$ cat config.mk
export PLATFORM = sky130hd
export DESIGN_NAME = pabm_mux
export DESIGN_NICKNAME = d
export VERILOG_FILES = /design/src/hw/pabm_pkg.sv /design/src/hw/pabm_pad_ctl.sv /design/src/hw/pabm_mux.sv
export VERILOG_INCLUDE_DIRS = /design/src /design/src/hw
export SDC_FILE = /design/constraint.sdc
export NUM_CORES = 1
export LEC_CHECK = 0
export BUFFER_PORTS_ARGS = -buffer_cell sky130_fd_sc_hd__buf_2
export CAP_MARGIN = 20
export CORE_MARGIN = 5
export CORE_UTILIZATION = 34
export CTS_BUF_LIST = sky130_fd_sc_hd__clkbuf_8 sky130_fd_sc_hd__clkbuf_16
export DETAILED_ROUTE_END_ITERATION = 16
export PLACE_DENSITY_LB_ADDON = 0.2
export SYNTH_ARGS = -nofsm -noshare
export SYNTH_HDL_FRONTEND = slang
export SYNTH_SLANG_ARGS = --single-unit
$ cat constraint.sdc
create_clock -name clock -period 1.7 [get_ports clock]
set_input_delay 0.17 -clock clock [delete_from_list [all_inputs] [get_ports clock]]
set_output_delay 0.17 -clock clock [all_outputs]
set_load 0.01 [all_outputs]
$ cat src/hw/pabm_cfg.svh
// Constants for the port A/B alternate function mux: widths and pin positions.
// Assumes inclusion by bare name from hw/.
`ifndef PABM_CFG_SVH
`define PABM_CFG_SVH
`define PABM_PORT_W     8
`define PABM_LCD_LO     0
`define PABM_LCD_HI     3
`define PABM_SEG_LO     4
`define PABM_SEG_HI     7
`define PABM_PIN_SS     0
`define PABM_PIN_SCK    1
`define PABM_PIN_MOSI   2
`define PABM_PIN_MISO   3
`define PABM_PIN_T0A    4
`define PABM_PIN_T1A    5
`define PABM_PIN_T1B    6
`define PABM_PIN_T2A    7
`define PABM_PCINT_BASE 8
`define PABM_PU_PATTERN 3'b010
`endif

$ cat src/hw/pabm_pkg.sv
// Types shared by the port A/B alternate function mux.
// Assumes pabm_cfg.svh sits beside it.
`include "pabm_cfg.svh"
package pabm_pkg;
    typedef logic [`PABM_PORT_W-1:0] pabm_port_t;
    typedef enum logic [1:0] {
        PABM_SPI_OFF    = 2'b00,
        PABM_SPI_SLAVE  = 2'b01,
        PABM_SPI_MASTER = 2'b11
    } pabm_spi_mode_t;
endpackage

$ cat src/hw/pabm_pad_ctl.sv
// One pad's resolution of override signals against port register bits.
// Assumes the caller supplies override enables and values combinationally.
`timescale 1ns/1ps
`include "pabm_cfg.svh"
module pabm_pad_ctl (
    input  wire logic dir_bit,
    input  wire logic out_bit,
    input  wire logic pull_disable,
    input  wire logic sleeping,
    input  wire logic pullup_ovr_en,
    input  wire logic pullup_ovr_val,
    input  wire logic dir_ovr_en,
    input  wire logic dir_ovr_val,
    input  wire logic outval_ovr_en,
    input  wire logic outval_ovr_val,
    input  wire logic inen_ovr_en,
    input  wire logic inen_ovr_val,
    output logic      pull_en,
    output logic      drive_en,
    output logic      drive_val,
    output logic      in_en
);
    // Pad resolution
    always_comb begin
        pull_en   = pullup_ovr_en ? pullup_ovr_val
                  : ({dir_bit, out_bit, pull_disable} == `PABM_PU_PATTERN);
        drive_en  = dir_ovr_en ? dir_ovr_val : dir_bit;
        drive_val = (outval_ovr_en && drive_en) ? outval_ovr_val : out_bit;
        in_en     = inen_ovr_en ? inen_ovr_val : !sleeping;
    end
endmodule

$ cat src/hw/pabm_mux.sv
// Alternate function override mux for two 8-bit ports: display lines on the
// first port, timer outputs, SPI forcing and pin-change sources on the second.
// Assumes peripheral enables are synchronous to clock; pads resolve the rest.
//
// Contract
// - First port: upper four pins frontplanes 3..0, lower four backplanes 3..0.
// - Frontplane pins: pull, direction, input overrides follow display enable; values zero.
// - Backplane 0 uses enable alone; backplanes 3..1 also need the count qualifier.
// - Second port pin 7 drives timer-2 compare A when its direction bit set.
// - Pin 6 drives timer-1 compare B when its direction bit set.
// - Pin 5 drives timer-1 compare A when its direction bit set.
// - Pin 4 drives timer-0 compare A when its direction bit set.
// - SPI master forces pin 3 input, pull from output bit; slave uses direction.
// - SPI slave forces pin 2 input, pull from output bit; master uses direction.
// - SPI slave forces pin 1 input, pull from output bit; master uses direction.
// - Second port pins 7..0 feed pin-change sources 15..8.
// - Pin 0 is the SPI slave-select input as well as a pin-change source.
// - Pull-up follows override value, else enabled on pattern 010.
// - Direction override sets the driver, else the direction bit does.
// - Output value override replaces port bit while driver enabled.
// - Input enable override wins over sleep state.
`timescale 1ns/1ps
`include "pabm_cfg.svh"
module pabm_mux (
    input  wire logic                     clock,
    input  wire logic                     reset,
    input  wire logic                     display_drive_enable,
    input  wire logic [3:1]               backplane_count_qualifier,
    input  wire logic                     pull_disable,
    input  wire logic                     sleeping,
    input  wire logic [7:0]               porta_dir,
    input  wire logic [7:0]               porta_out,
    input  wire logic [7:0]               portb_dir,
    input  wire logic [7:0]               portb_out,
    input  wire logic                     t2_compare_a_en,
    input  wire logic                     t2_compare_a_out,
    input  wire logic                     t1_compare_b_en,
    input  wire logic                     t1_compare_b_out,
    input  wire logic                     t1_compare_a_en,
    input  wire logic                     t1_compare_a_out,
    input  wire logic                     t0_compare_a_en,
    input  wire logic                     t0_compare_a_out,
    input  wire logic                     spi_enable,
    input  wire logic                     spi_master,
    input  wire logic                     spi_slave_out,
    input  wire logic                     spi_master_out,
    input  wire logic                     spi_sck_out,
    input  wire logic [7:0]               pin_change_mask,
    input  wire logic                     pin_change_group_en,
    input  wire logic [7:0]               porta_pad_in,
    input  wire logic [7:0]               portb_pad_in,
    output logic      [7:0]               porta_pull_en,
    output logic      [7:0]               porta_drive_en,
    output logic      [7:0]               porta_drive_val,
    output logic      [7:0]               porta_in_en,
    output logic      [3:0]               segment_analog_path,
    output logic      [3:0]               backplane_analog_path,
    output logic      [7:0]               portb_pull_en,
    output logic      [7:0]               portb_drive_en,
    output logic      [7:0]               portb_drive_val,
    output logic      [7:0]               portb_in_en,
    output logic      [15:8]              pin_change_source,
    output logic                          spi_ss_in,
    output logic                          spi_sck_in,
    output logic                          spi_slave_in,
    output logic                          spi_master_in,
    output pabm_pkg::pabm_spi_mode_t      spi_mode
);
    //--------------------------------------------------------------
    // Override computation
    //--------------------------------------------------------------
    logic [7:0] a_pullup_ovr_en, a_pullup_ovr_val, a_dir_ovr_en, a_dir_ovr_val;
    logic [7:0] a_outval_ovr_en, a_outval_ovr_val, a_inen_ovr_en, a_inen_ovr_val;
    logic [7:0] b_pullup_ovr_en, b_pullup_ovr_val, b_dir_ovr_en, b_dir_ovr_val;
    logic [7:0] b_outval_ovr_en, b_outval_ovr_val, b_inen_ovr_en, b_inen_ovr_val;
    logic       spi_is_master;
    logic       spi_is_slave;
    pabm_pkg::pabm_spi_mode_t next_spi_mode;

    // SPI role decode, no clock delay
    always_comb begin
        spi_is_master = spi_enable && spi_master;
        spi_is_slave  = spi_enable && !spi_master;
    end

    // First port overrides: display lines only
    always_comb begin
        a_pullup_ovr_val = 8'h00;
        a_dir_ovr_val    = 8'h00;
        a_outval_ovr_en  = 8'h00;
        a_outval_ovr_val = 8'h00;
        a_inen_ovr_val   = 8'h00;
        for (int i = `PABM_SEG_LO; i <= `PABM_SEG_HI; i++) begin
            a_pullup_ovr_en[i] = display_drive_enable;
            a_dir_ovr_en[i]    = display_drive_enable;
            a_inen_ovr_en[i]   = display_drive_enable;
        end
        a_pullup_ovr_en[0] = display_drive_enable;
        a_dir_ovr_en[0]    = display_drive_enable;
        a_inen_ovr_en[0]   = display_drive_enable;
        for (int i = 1; i <= `PABM_LCD_HI; i++) begin
            a_pullup_ovr_en[i] = display_drive_enable && backplane_count_qualifier[i];
            a_dir_ovr_en[i]    = display_drive_enable && backplane_count_qualifier[i];
            a_inen_ovr_en[i]   = display_drive_enable && backplane_count_qualifier[i];
        end
    end

    // Second port overrides: timers, SPI, pin change
    always_comb begin
        b_pullup_ovr_en  = 8'h00;
        b_pullup_ovr_val = 8'h00;
        b_dir_ovr_en     = 8'h00;
        b_dir_ovr_val    = 8'h00;
        b_outval_ovr_en  = 8'h00;
        b_outval_ovr_val = 8'h00;
        // Timer outputs reach the pin only through the direction bit
        b_outval_ovr_en[`PABM_PIN_T2A]  = t2_compare_a_en;
        b_outval_ovr_val[`PABM_PIN_T2A] = t2_compare_a_out;
        b_outval_ovr_en[`PABM_PIN_T1B]  = t1_compare_b_en;
        b_outval_ovr_val[`PABM_PIN_T1B] = t1_compare_b_out;
        b_outval_ovr_en[`PABM_PIN_T1A]  = t1_compare_a_en;
        b_outval_ovr_val[`PABM_PIN_T1A] = t1_compare_a_out;
        b_outval_ovr_en[`PABM_PIN_T0A]  = t0_compare_a_en;
        b_outval_ovr_val[`PABM_PIN_T0A] = t0_compare_a_out;
        // Input forcing; pull kept as if direction were input
        if (spi_is_master) begin
            b_pullup_ovr_en[`PABM_PIN_MISO]  = 1'b1;
            b_pullup_ovr_val[`PABM_PIN_MISO] = portb_out[`PABM_PIN_MISO] && !pull_disable;
            b_dir_ovr_en[`PABM_PIN_MISO]     = 1'b1;
            b_outval_ovr_en[`PABM_PIN_MOSI]  = 1'b1;
            b_outval_ovr_val[`PABM_PIN_MOSI] = spi_master_out;
            b_outval_ovr_en[`PABM_PIN_SCK]   = 1'b1;
            b_outval_ovr_val[`PABM_PIN_SCK]  = spi_sck_out;
        end
        if (spi_is_slave) begin
            b_outval_ovr_en[`PABM_PIN_MISO]  = 1'b1;
            b_outval_ovr_val[`PABM_PIN_MISO] = spi_slave_out;
            b_pullup_ovr_en[`PABM_PIN_MOSI]  = 1'b1;
            b_pullup_ovr_val[`PABM_PIN_MOSI] = portb_out[`PABM_PIN_MOSI] && !pull_disable;
            b_dir_ovr_en[`PABM_PIN_MOSI]     = 1'b1;
            b_pullup_ovr_en[`PABM_PIN_SCK]   = 1'b1;
            b_pullup_ovr_val[`PABM_PIN_SCK]  = portb_out[`PABM_PIN_SCK] && !pull_disable;
            b_dir_ovr_en[`PABM_PIN_SCK]      = 1'b1;
            b_pullup_ovr_en[`PABM_PIN_SS]    = 1'b1;
            b_pullup_ovr_val[`PABM_PIN_SS]   = portb_out[`PABM_PIN_SS] && !pull_disable;
            b_dir_ovr_en[`PABM_PIN_SS]       = 1'b1;
        end
        // Enabled pin-change sources keep their input buffer alive in sleep
        b_inen_ovr_en  = pin_change_mask & {8{pin_change_group_en}};
        b_inen_ovr_val = 8'hff;
    end

    //--------------------------------------------------------------
    // Pad resolution per pin
    //--------------------------------------------------------------
    for (genvar g = 0; g < `PABM_PORT_W; g++) begin : g_pin
        pabm_pad_ctl u_a (
            .dir_bit        (porta_dir[g]),
            .out_bit        (porta_out[g]),
            .pull_disable   (pull_disable),
            .sleeping       (sleeping),
            .pullup_ovr_en  (a_pullup_ovr_en[g]),
            .pullup_ovr_val (a_pullup_ovr_val[g]),
            .dir_ovr_en     (a_dir_ovr_en[g]),
            .dir_ovr_val    (a_dir_ovr_val[g]),
            .outval_ovr_en  (a_outval_ovr_en[g]),
            .outval_ovr_val (a_outval_ovr_val[g]),
            .inen_ovr_en    (a_inen_ovr_en[g]),
            .inen_ovr_val   (a_inen_ovr_val[g]),
            .pull_en        (porta_pull_en[g]),
            .drive_en       (porta_drive_en[g]),
            .drive_val      (porta_drive_val[g]),
            .in_en          (porta_in_en[g])
        );
        pabm_pad_ctl u_b (
            .dir_bit        (portb_dir[g]),
            .out_bit        (portb_out[g]),
            .pull_disable   (pull_disable),
            .sleeping       (sleeping),
            .pullup_ovr_en  (b_pullup_ovr_en[g]),
            .pullup_ovr_val (b_pullup_ovr_val[g]),
            .dir_ovr_en     (b_dir_ovr_en[g]),
            .dir_ovr_val    (b_dir_ovr_val[g]),
            .outval_ovr_en  (b_outval_ovr_en[g]),
            .outval_ovr_val (b_outval_ovr_val[g]),
            .inen_ovr_en    (b_inen_ovr_en[g]),
            .inen_ovr_val   (b_inen_ovr_val[g]),
            .pull_en        (portb_pull_en[g]),
            .drive_en       (portb_drive_en[g]),
            .drive_val      (portb_drive_val[g]),
            .in_en          (portb_in_en[g])
        );
    end

    //--------------------------------------------------------------
    // Inputs to peripherals and display analog paths
    //--------------------------------------------------------------
    // Pad levels passed straight to peripherals, no added delay
    always_comb begin
        segment_analog_path   = porta_pad_in[`PABM_SEG_HI:`PABM_SEG_LO];
        backplane_analog_path = porta_pad_in[`PABM_LCD_HI:`PABM_LCD_LO];
        pin_change_source     = portb_pad_in;
        spi_ss_in             = portb_pad_in[`PABM_PIN_SS];
        spi_sck_in            = portb_pad_in[`PABM_PIN_SCK];
        spi_slave_in          = portb_pad_in[`PABM_PIN_MOSI];
        spi_master_in         = portb_pad_in[`PABM_PIN_MISO];
    end

    //--------------------------------------------------------------
    // SPI role status, registered for observation only
    //--------------------------------------------------------------
    always_comb begin
        case ({spi_is_master, spi_is_slave})
            2'b10:   next_spi_mode = pabm_pkg::PABM_SPI_MASTER;
            2'b01:   next_spi_mode = pabm_pkg::PABM_SPI_SLAVE;
            default: next_spi_mode = pabm_pkg::PABM_SPI_OFF;
        endcase
    end

    // Status register; overrides themselves never wait on it
    always_ff @(posedge clock) begin
        if (reset) begin
            spi_mode <= pabm_pkg::PABM_SPI_OFF;
        end else begin
            spi_mode <= next_spi_mode;
        end
    end
endmodule

==> insert_results.sql, run 1 <==
INSERT INTO impl_metrics (metric_group, metric, value, unit) VALUES
('setup_path', 'worstPathArrival', '980', 'ps'),
('cells_and_area', 'largest_reg_flops', '2', ''),
('power', 'cellLeakagePower', '0.0007463', 'uW'),
('cells_and_area', 'fillerInstances', '383', ''),
('global_route', 'pin_count_of_the_biggest_net_entering_global_routing', '21', ''),
('flow_run', 'number_of_max_cap_violations', '0', ''),
('logic_synthesis', 'post_synth_and_or_nand_nor_area_fraction', '25.05', '%'),
('setup_path', 'timing.critical_path.from_type', 'input port', ''),
('timing', 'final.setup.tns', '0', 'ps'),
('logic_synthesis', 'postSynthRegisterBits', '2', ''),
('timing', 'number_of_pins_exceeding_their_max_slew_limit_in_the_final_report', '0', ''),
('place', 'place.port_buffers', '127', ''),
('cells_and_area', 'final_nets', '284', ''),
('power', 'p_per_area', '416.6', 'nW/um2'),
('cells_and_area', 'layout_common_cells', 'sky130_fd_sc_hd__buf_2 (127), sky130_fd_sc_hd__nand2_1 (21), sky130_fd_sc_hd__mux2_1 (7)', ''),
('drt', 'drc', '0', ''),
('run_status', 'outcome', 'finished clean', ''),
('drt', 'ant_nets', '0', ''),
('cells_and_area', 'stdcell_count', '250', ''),
('logic_synthesis', 'yosys.area_share.adder', '0', '%'),
('setup_path', 'critical_path.max_fanout', '20', ''),
('worst_hold_path', 'min-delay-start', 'reset', ''),
('timing', 'worst_hold_slack', '131.8', 'ps'),
('cells_and_area', 'design_area', '1267', 'um2'),
('logic_synthesis', 'synth_area', '1189', 'um2'),
('worst_hold_path', 'hold-path-cell-count', '2', ''),
('worst_hold_path', 'min-delay-path-class', 'in -> reg', ''),
('timing', 'tightestPinTransition', '421.5', 'ps'),
('logic_synthesis', 'syn_avg_cell_area', '7.292', 'um2'),
('power', 'design_power_total', '528.0', 'uW'),
('clock_network', 'cts_tree', 'built', ''),
('logic_synthesis', 'synth_top_family_by_area', 'buffers and inverters', ''),
('timing', 'relSlewSlack', '71.90', '%'),
('global_route', 'grt_first_pass_wirelength', '4912', 'um'),
('place', 'place_inst', '247', ''),
('cells_and_area', 'reg_top3', 'spi_mode x2', ''),
('logic_synthesis', 'total_number_of_yosys_warnings', '0', ''),
('logic_synthesis', 'syn-instance-count', '163', ''),
('drt', 'drt_pre_antenna_iters', '3', ''),
('worst_hold_path', 'hold_end', 'spi_mode[0]$_SDFF_PP0_', ''),
('timing', 'setup_repair_after_global_routing_missed_its_margin', 'no', ''),
('logic_synthesis', 'synth_xor_area_share', '0', '%'),
('setup_path', 'critPathKind', 'in -> out', ''),
('logic_synthesis', 'seq_area_frac_synth', '3.368', '%'),
('logic_synthesis', 'yosys-mux-area-fraction', '6.632', '%'),
('clock_network', 'cts_hold_buf', '0', ''),
('timing', 'report.final.setup_viol', '0', ''),
('place', 'hpwl', '2743', 'um'),
('floorplanning', 'fp.dieArea', '4778', 'um2'),
('drt', 'drt-wirelength-per-cell', '12.40', 'um'),
('clock_network', 'cts.repair.resized', '0', ''),
('cells_and_area', 'syn2layout_area_growth', '6.632', '%'),
('clock_network', 'cts-root-buf', 'sky130_fd_sc_hd__clkbuf_8', ''),
('cells_and_area', 'post_route_cells_drive_above_1_share', '67.65', '%'),
('setup_path', 'worst_ep_required_time', '1530', 'ps'),
('logic_synthesis', 'syn_nets', '241', ''),
('global_route', 'global_route.usage.total', '12.00', '%'),
('drt', 'dr_total_vias', '1072', ''),
('floorplanning', 'floorplan.core_area', '3363', 'um2'),
('logic_synthesis', 'synth-compound-area-share', '8.842', '%'),
('clock_network', 'clock_sinks', '2', ''),
('floorplanning', 'core.rowCount', '21', ''),
('global_route', 'first_global_vias', '1065', ''),
('floorplanning', 'design.portCount', '164', ''),
('clock_network', 'cts.path.max_buffers', '2', ''),
('place', 'detailed_place.area', '1226', 'um2'),
('place', 'place.gp.congestion', '0.8435', ''),
('power', 'ir_worst_vdd', '164.3', 'uV'),
('floorplanning', 'initial_utilization', '35.34', '%'),
('timing', 'period_minus_slack', '1150', 'ps'),
('setup_path', 'endpoint_kind', 'output pin', '');
## worst max-delay path, cell delays in order
cell                        delay, ps
sky130_fd_sc_hd__buf_2            240
sky130_fd_sc_hd__a2111oi_2        380
sky130_fd_sc_hd__buf_2            180
## cells in the mapped netlist (all sizes together)
| master | count | area [um2] |
|---|---|---|
| nor2b | 6 | 37.54 |
| inv | 3 | 11.26 |
| nor4b | 5 | 75.07 |
| nor3b | 5 | 37.54 |
| a21boi | 4 | 30.03 |
| clkbuf | 2 | 7.510 |
| buf | 87 | 648.1 |
| nand2 | 21 | 78.83 |
| nand3b | 1 | 7.510 |
| and2 | 3 | 18.77 |
| a2111oi | 3 | 45.04 |
| mux2 | 7 | 78.83 |
| a21oi | 6 | 30.03 |
| nand3 | 2 | 10.01 |
| nor2 | 2 | 7.510 |
| nand2b | 4 | 25.02 |
| dfxtp | 2 | 40.04 |
## layer usage
layer  vias to the layer above  track usage [%]  part of all wire, %
li1                        524                -                    -
met1                       448            11.04                   32
met4                         0            4.555                  1.5
met5                         -                0                    0
met2                        92            21.93                   50
met3                         8            6.541                   16
## stage by stage
step           util [%]  setup WS [ps]
2_1_floorplan         -          701.1
3_3_place_gp      36.46          541.1
3_5_place_dp      36.46          533.8
4_1_cts           37.69          533.1
5_1_grt           37.69          488.6
6_report          37.69          549.7
## cells by family (layout without fill, tap and decap cells)
family / count (synthesis) / after routing
simple gates: 49 / 49
buf+inv: 92 / 133
flops: 2 / 2
compound gates: 13 / 13
mux: 7 / 7
## area by class of cell
class	count	area [um2]	area share [%]
well taps	46	57.56	4.541
inverters	3	11.26	0.8884
clock buffers	3	41.29	3.258
multi-input cells	69	481.7	38.01
flip-flops and latches	2	40.04	3.159
repair buffers	127	635.6	50.15
## how the worst max path moves through the flow
| stage | from | endpoint | cells past startpoint |
|---|---|---|---|
| detailed placement | display_drive_enable | porta_pull_en[1] | 3 |
| CTS | display_drive_enable | porta_pull_en[1] | 3 |
| global route | display_drive_enable | porta_pull_en[2] | 3 |
| floorplan | display_drive_enable | porta_pull_en[1] | 3 |
| global placement | display_drive_enable | porta_pull_en[1] | 3 |
| finish | display_drive_enable | porta_pull_en[1] | 3 |
## power by group
group	total [uW]	switching (uW)	internal, uW	leakage, uW
logic	296	152	143	0.000708
registers	49.9	0.359	49.6	0.0000166
clock network	182	33.1	149	0.0000216
total	528	186	342	0.000746
Power figures use the tool's default switching activity.
==> run 2: changes to the inputs <==
- CORE_UTILIZATION: 34 -> 31
- clock period: 1.7 -> 1.15 ns (I/O delays scaled with it)
==> insert_results.sql, run 2 (synthesis results as in run 1) <==
INSERT INTO impl_metrics (metric_group, metric, value, unit) VALUES
('run_status', 'outcome', 'finished clean', ''),
('power', 'cellLeakagePower', '0.0007463', 'uW'),
('power', 'design_power_total', '785.2', 'uW'),
('worst_hold_path', 'min-delay-start', 'reset', ''),
('floorplanning', 'core.rowCount', '22', ''),
('power', 'ir_worst_vdd', '199.7', 'uV'),
('setup_path', 'critical_path.max_fanout', '20', ''),
('clock_network', 'cts_tree', 'built', ''),
('cells_and_area', 'post_route_cells_drive_above_1_share', '67.65', '%'),
('setup_path', 'path_cells', 'buf_2, a2111oi_2, buf_2', ''),
('clock_network', 'cts.repair.resized', '0', ''),
('drt', 'drt-wirelength-per-cell', '11.90', 'um'),
('power', 'share_seq_of_total_power', '9.4', '%'),
('power', 'clkPwrFrac', '34.9', '%'),
('floorplanning', 'design.portCount', '164', ''),
('setup_path', 'critPathKind', 'in -> out', ''),
('drt', 'drt-initial-drc-count', '25', ''),
('timing', 'setup_repair_after_global_routing_missed_its_margin', 'no', ''),
('cells_and_area', 'register_with_the_most_flip_flops', 'spi_mode', ''),
('setup_path', 'worst_ep_required_time', '1030', 'ps'),
('drt', 'vias_per_cell', '4.274', ''),
('cells_and_area', 'reg_top3', 'spi_mode x2', ''),
('power', 'power.combinational.fraction', '55.8', '%'),
('cells_and_area', 'largest_reg_flops', '2', ''),
('clock_network', 'cts_buffers', '3', ''),
('drt', 'drt_pre_antenna_iters', '4', ''),
('timing', 'tightestPinTransition', '417.6', 'ps'),
('place', 'hpwl', '2641', 'um'),
('worst_hold_path', 'hold_end', 'spi_mode[0]$_SDFF_PP0_', ''),
('timing', 'final.setup.tns', '0', 'ps'),
('clock_network', 'clock_sinks', '2', ''),
('setup_path', 'worstPathArrival', '920', 'ps'),
('cells_and_area', 'layout_common_cells', 'sky130_fd_sc_hd__buf_2 (127), sky130_fd_sc_hd__nand2_1 (21), sky130_fd_sc_hd__mux2_1 (7)', ''),
('floorplanning', 'initial_utilization', '32.23', '%'),
('cells_and_area', 'seqCellArea', '40.04', 'um2'),
('global_route', 'overflow', '0', ''),
('timing', 'hold_viol_final', '0', ''),
('timing', 'period_minus_slack', '1032', 'ps'),
('setup_path', 'timing.critical_path.max_delay_family', 'buffers and inverters', ''),
('clock_network', 'cts.path.max_buffers', '2', ''),
('global_route', 'grt_first_pass_wirelength', '4436', 'um'),
('setup_path', 'timing.critical_path.from_type', 'input port', ''),
('timing', 'clock.fmax', '969.4', 'MHz'),
('global_route', 'antenna_found_initial', '0', ''),
('cells_and_area', 'multi_input_area', '481.7', 'um2'),
('floorplanning', 'die-width', '71.92', 'um'),
('power', 'p_per_area', '618.3', 'nW/um2'),
('clock_network', 'cts_hold_buf', '0', ''),
('cells_and_area', 'syn2layout_area_growth', '6.842', '%'),
('drt', 'ant_nets', '0', ''),
('cells_and_area', 'final_nets', '284', ''),
('global_route', 'pin_count_of_the_biggest_net_entering_global_routing', '21', ''),
('flow_run', 'number_of_max_cap_violations', '0', ''),
('clock_network', 'cts_clock_pin_slew_for_the_worst_setup_and_hold_paths', '30', 'ps'),
('place', 'place.gp.congestion', '0.7212', ''),
('timing', 'report.final.setup_viol', '0', ''),
('cells_and_area', 'final_common_cell', 'sky130_fd_sc_hd__buf_2', ''),
('floorplanning', 'floorplan.core_area', '3689', 'um2'),
('power', 'cellInternalPower', '506.4', 'uW'),
('global_route', 'first_global_vias', '1025', ''),
('global_route', 'global_route.usage.total', '10.42', '%'),
('drt', 'route.final.wire_length', '2998', 'um'),
('setup_path', 'timing.critical_path.mode_cell', 'sky130_fd_sc_hd__buf_2', ''),
('timing', 'number_of_pins_exceeding_their_max_slew_limit_in_the_final_report', '0', ''),
('setup_path', 'worst_path_largest_cell_delay', '380', 'ps'),
('power', 'total_switching_power', '278.8', 'uW'),
('timing', 'relSlewSlack', '72.16', '%'),
('cells_and_area', 'n_antenna_cell', '0', ''),
('drt', 'drc', '0', ''),
('clock_network', 'cts-root-buf', 'sky130_fd_sc_hd__clkbuf_8', ''),
('timing', 'fin_crit_sh', '89.70', '%'),
('setup_path', 'worst_path_max_delay_cell', 'sky130_fd_sc_hd__a2111oi_2', ''),
('worst_hold_path', 'hold-path-cell-count', '2', ''),
('power', 'netSwitchingFraction', '35.51', '%'),
('timing', 'worst_hold_slack', '75.99', 'ps'),
('cells_and_area', 'fillerInstances', '404', ''),
('floorplanning', 'fp.dieH', '71.92', 'um'),
('place', 'place.port_buffers', '127', ''),
('drt', 'dr_total_vias', '1077', ''),
('clock_network', 'cts_setup_buffers', '0', ''),
('setup_path', 'endpoint_kind', 'output pin', ''),
('floorplanning', 'fp.dieArea', '5172', 'um2'),
('clock_network', 'cts_max_level', '1', ''),
('setup_path', 'timing.critical_path.buf_inv', '2', ''),
('worst_hold_path', 'min-delay-path-class', 'in -> reg', '');
==> run 2: cell counts in the layout (fill, tap and decap cells not counted) <==
No cell type changed its count.
==> run 2: through the flow <==
| stage | setup WS [ps] | util, % | area (um2) | cells |
|---|---|---|---|---|
| 6_report | 118.4 | 34.43 | 1270 | 252 |
| 5_1_grt | 15.28 | 34.43 | 1270 | 252 |
| 4_1_cts | 91.74 | 34.43 | 1270 | 252 |
| 3_5_place_dp | 92.77 | 33.31 | 1229 | 249 |
| 3_3_place_gp | 111.5 | 33.31 | 1229 | 249 |
| 2_1_floorplan | 261.1 | - | 1189 | 163 |
==> run 2: worst max-delay path by stage <==
stage                       end  depth (start not counted)            startpoint  slack, ps
2_1_floorplan  porta_pull_en[1]                          3  display_drive_enable        260
3_3_place_gp   porta_pull_en[1]                          3  display_drive_enable        110
3_5_place_dp   porta_pull_en[1]                          3  display_drive_enable         90
4_1_cts        porta_pull_en[1]                          3  display_drive_enable         90
5_1_grt        porta_pull_en[1]                          3  display_drive_enable         20
6_report       porta_pull_en[1]                          3  display_drive_enable        120
==> run 2: cell type report <==
class	count	share of cell area, %
Clock buffer	3	3.251
Inverter	3	0.8867
Multi-Input combinational cell	69	37.93
Sequential cell	2	3.153
Tap cell	48	4.729
Timing Repair Buffer	127	50.05
==> run 2: per-layer routing <==
metal	GRT usage [%]	part of all wire, %
met1	10.88	34
met2	19.29	49
met3	2.770	14
met4	4.802	2.1
met5	0	0
==> run 2: power by group through the flow <==
stage                     combinational (uW)  sequential, uW  clock [uW]
after CTS                                448            73.7         284
after global routing                     487            74.0         291
final                                    438            73.7         274
after detailed placement                 446            74.6           0
after global placement                   448            74.6           0
after floorplan                          426            76.7           0
==> run 3: changes to the inputs <==
- CORE_ASPECT_RATIO: not set -> 0.9
- CORE_UTILIZATION: 31 -> 34
- TNS_END_PERCENT: not set -> 100
- clock period: 1.15 -> 1.3 ns (I/O delays scaled with it)
==> insert_results.sql, run 3 (synthesis results as in run 1) <==
INSERT INTO impl_metrics (metric_group, metric, value, unit) VALUES
('global_route', 'antenna_found_initial', '0', ''),
('power', 'cellLeakagePower', '0.0007463', 'uW'),
('drt', 'drt_pre_antenna_iters', '4', ''),
('clock_network', 'cts_tree', 'built', ''),
('worst_hold_path', 'min-delay-path-class', 'in -> reg', ''),
('clock_network', 'cts_setup_buffers', '0', ''),
('timing', 'period_minus_slack', '1077', 'ps'),
('setup_path', 'worstSetupEndpoint', 'porta_pull_en[1]', ''),
('timing', 'tightestPinTransition', '418.4', 'ps'),
('power', 'ir_worst_vdd', '181.5', 'uV'),
('power', 'p_per_area', '544.7', 'nW/um2'),
('drt', 'vias_per_cell', '4.210', ''),
('cells_and_area', 'largest_reg_flops', '2', ''),
('run_status', 'outcome', 'finished clean', ''),
('place', 'hpwl', '2579', 'um'),
('floorplanning', 'die-width', '72.33', 'um'),
('place', 'place.gp.congestion', '0.7269', ''),
('timing', 'relSlewSlack', '72.11', '%'),
('timing', 'setup_repair_after_global_routing_missed_its_margin', 'no', ''),
('setup_path', 'worst_ep_required_time', '1170', 'ps'),
('floorplanning', 'design.portCount', '164', ''),
('setup_path', 'timing.critical_path.buf_inv', '2', ''),
('global_route', 'global_route.usage.total', '10.55', '%'),
('clock_network', 'cts_max_level', '1', ''),
('cells_and_area', 'post_route_cells_drive_above_1_share', '67.65', '%'),
('global_route', 'first_global_vias', '995', ''),
('drt', 'drt-wirelength-per-cell', '11.81', 'um'),
('drt', 'ant_nets', '0', ''),
('drt', 'route.final.wire_length', '2930', 'um'),
('clock_network', 'cts.repair.resized', '0', ''),
('timing', 'clock.fmax', '928.8', 'MHz'),
('setup_path', 'worstPathArrival', '950', 'ps'),
('global_route', 'grt_first_pass_wirelength', '4174', 'um'),
('floorplanning', 'fp.dieArea', '4780', 'um2'),
('setup_path', 'critPathKind', 'in -> out', ''),
('setup_path', 'endpoint_kind', 'output pin', ''),
('cells_and_area', 'multi_input_area', '481.7', 'um2'),
('clock_network', 'cts_hold_buf', '0', ''),
('setup_path', 'critical_path.max_fanout', '20', ''),
('timing', 'final.setup.tns', '0', 'ps'),
('cells_and_area', 'n_antenna_cell', '0', ''),
('cells_and_area', 'syn2layout_area_growth', '6.421', '%'),
('clock_network', 'clock_sinks', '2', ''),
('global_route', 'overflow', '0', ''),
('floorplanning', 'core.rowCount', '20', ''),
('global_route', 'pin_count_of_the_biggest_net_entering_global_routing', '21', ''),
('cells_and_area', 'seqCellArea', '40.04', 'um2'),
('timing', 'report.final.setup_viol', '0', ''),
('drt', 'drt-initial-drc-count', '19', ''),
('setup_path', 'cp.depth', '3', ''),
('drt', 'drc', '0', ''),
('clock_network', 'cts.path.max_buffers', '2', ''),
('setup_path', 'timing.critical_path.from_type', 'input port', ''),
('cells_and_area', 'fillerInstances', '380', ''),
('cells_and_area', 'register_with_the_most_flip_flops', 'spi_mode', ''),
('cells_and_area', 'final_nets', '284', ''),
('setup_path', 'startpoint', 'display_drive_enable', ''),
('setup_path', 'worst_path_largest_cell_delay', '390', 'ps'),
('setup_path', 'timing.critical_path.mode_cell', 'sky130_fd_sc_hd__buf_2', ''),
('timing', 'number_of_pins_exceeding_their_max_slew_limit_in_the_final_report', '0', ''),
('cells_and_area', 'reg_top3', 'spi_mode x2', ''),
('cells_and_area', 'final_common_cell', 'sky130_fd_sc_hd__buf_2', ''),
('place', 'place_ws', '211.0', 'ps'),
('timing', 'final.setup.worst_slack', '223.3', 'ps'),
('cells_and_area', 'fin_util', '37.44', '%'),
('setup_path', 'timing.critical_path.max_delay_family', 'buffers and inverters', ''),
('floorplanning', 'initial_utilization', '35.19', '%'),
('clock_network', 'cts_clock_pin_slew_for_the_worst_setup_and_hold_paths', '30', 'ps'),
('timing', 'hold_viol_final', '0', ''),
('setup_path', 'path_cells', 'buf_2, a2111oi_2, buf_2', ''),
('floorplanning', 'floorplan.core_area', '3378', 'um2'),
('place', 'place.port_buffers', '127', ''),
('cells_and_area', 'layout_common_cells', 'sky130_fd_sc_hd__buf_2 (127), sky130_fd_sc_hd__nand2_1 (21), sky130_fd_sc_hd__mux2_1 (7)', ''),
('flow_run', 'number_of_max_cap_violations', '0', ''),
('clock_network', 'cts-root-buf', 'sky130_fd_sc_hd__clkbuf_8', ''),
('clock_network', 'cts_buffers', '3', ''),
('floorplanning', 'fp.dieH', '66.10', 'um'),
('setup_path', 'worst_path_max_delay_cell', 'sky130_fd_sc_hd__a2111oi_2', ''),
('drt', 'dr_total_vias', '1044', ''),
('timing', 'fin_crit_sh', '82.82', '%');
==> run 3: cell counts in the layout (fill, tap and decap cells not counted) <==
No cell type changed its count.
==> run 3: per-stage QoR <==
stage	std cells	total power (uW)	hold slack [ps]	area, um2
3_5_place_dp	245	459.7	260.1	1224
6_report	248	689.1	92.92	1265
5_1_grt	248	746.5	96.44	1265
4_1_cts	248	704.4	91.78	1265
2_1_floorplan	163	444.3	201.5	1189
3_3_place_gp	245	460.2	260.1	1224
==> run 3: worst min path at each step <==
stage / start / endpoint / depth (start not counted)
3_3_place_gp: porta_pad_in[2] / backplane_analog_path[2] / 0
6_report: reset / spi_mode[1]$_SDFF_PP0_ / 2
3_5_place_dp: porta_pad_in[2] / backplane_analog_path[2] / 0
2_1_floorplan: reset / spi_mode[1]$_SDFF_PP0_ / 1
5_1_grt: reset / spi_mode[1]$_SDFF_PP0_ / 2
4_1_cts: reset / spi_mode[1]$_SDFF_PP0_ / 2
==> run 3: routing by layer <==
layer  vias up  global-route usage, %  share of wire (%)
met5         -                      0                  0
met2        76                  19.09                 49
li1        526                      -                  -
met1       429                  11.15                 33
met4         0                  4.460                1.8
met3        13                  3.343                 15
==> run 3: area by class of cell <==
| type | count | share of cell area (%) |
|---|---|---|
| Clock buffer | 3 | 3.264 |
| Inverter | 3 | 0.8902 |
| Multi-Input combinational cell | 69 | 38.08 |
| Sequential cell | 2 | 3.165 |
| Tap cell | 44 | 4.352 |
| Timing Repair Buffer | 127 | 50.25 |
==> run 3: power by group <==
part / switching [uW] / total, uW / internal [uW] / leakage [uW]
logic: 199 / 387 / 188 / 0.000708
registers: 0.542 / 65.4 / 64.8 / 0.0000166
clock network: 41.8 / 237 / 195 / 0.0000216
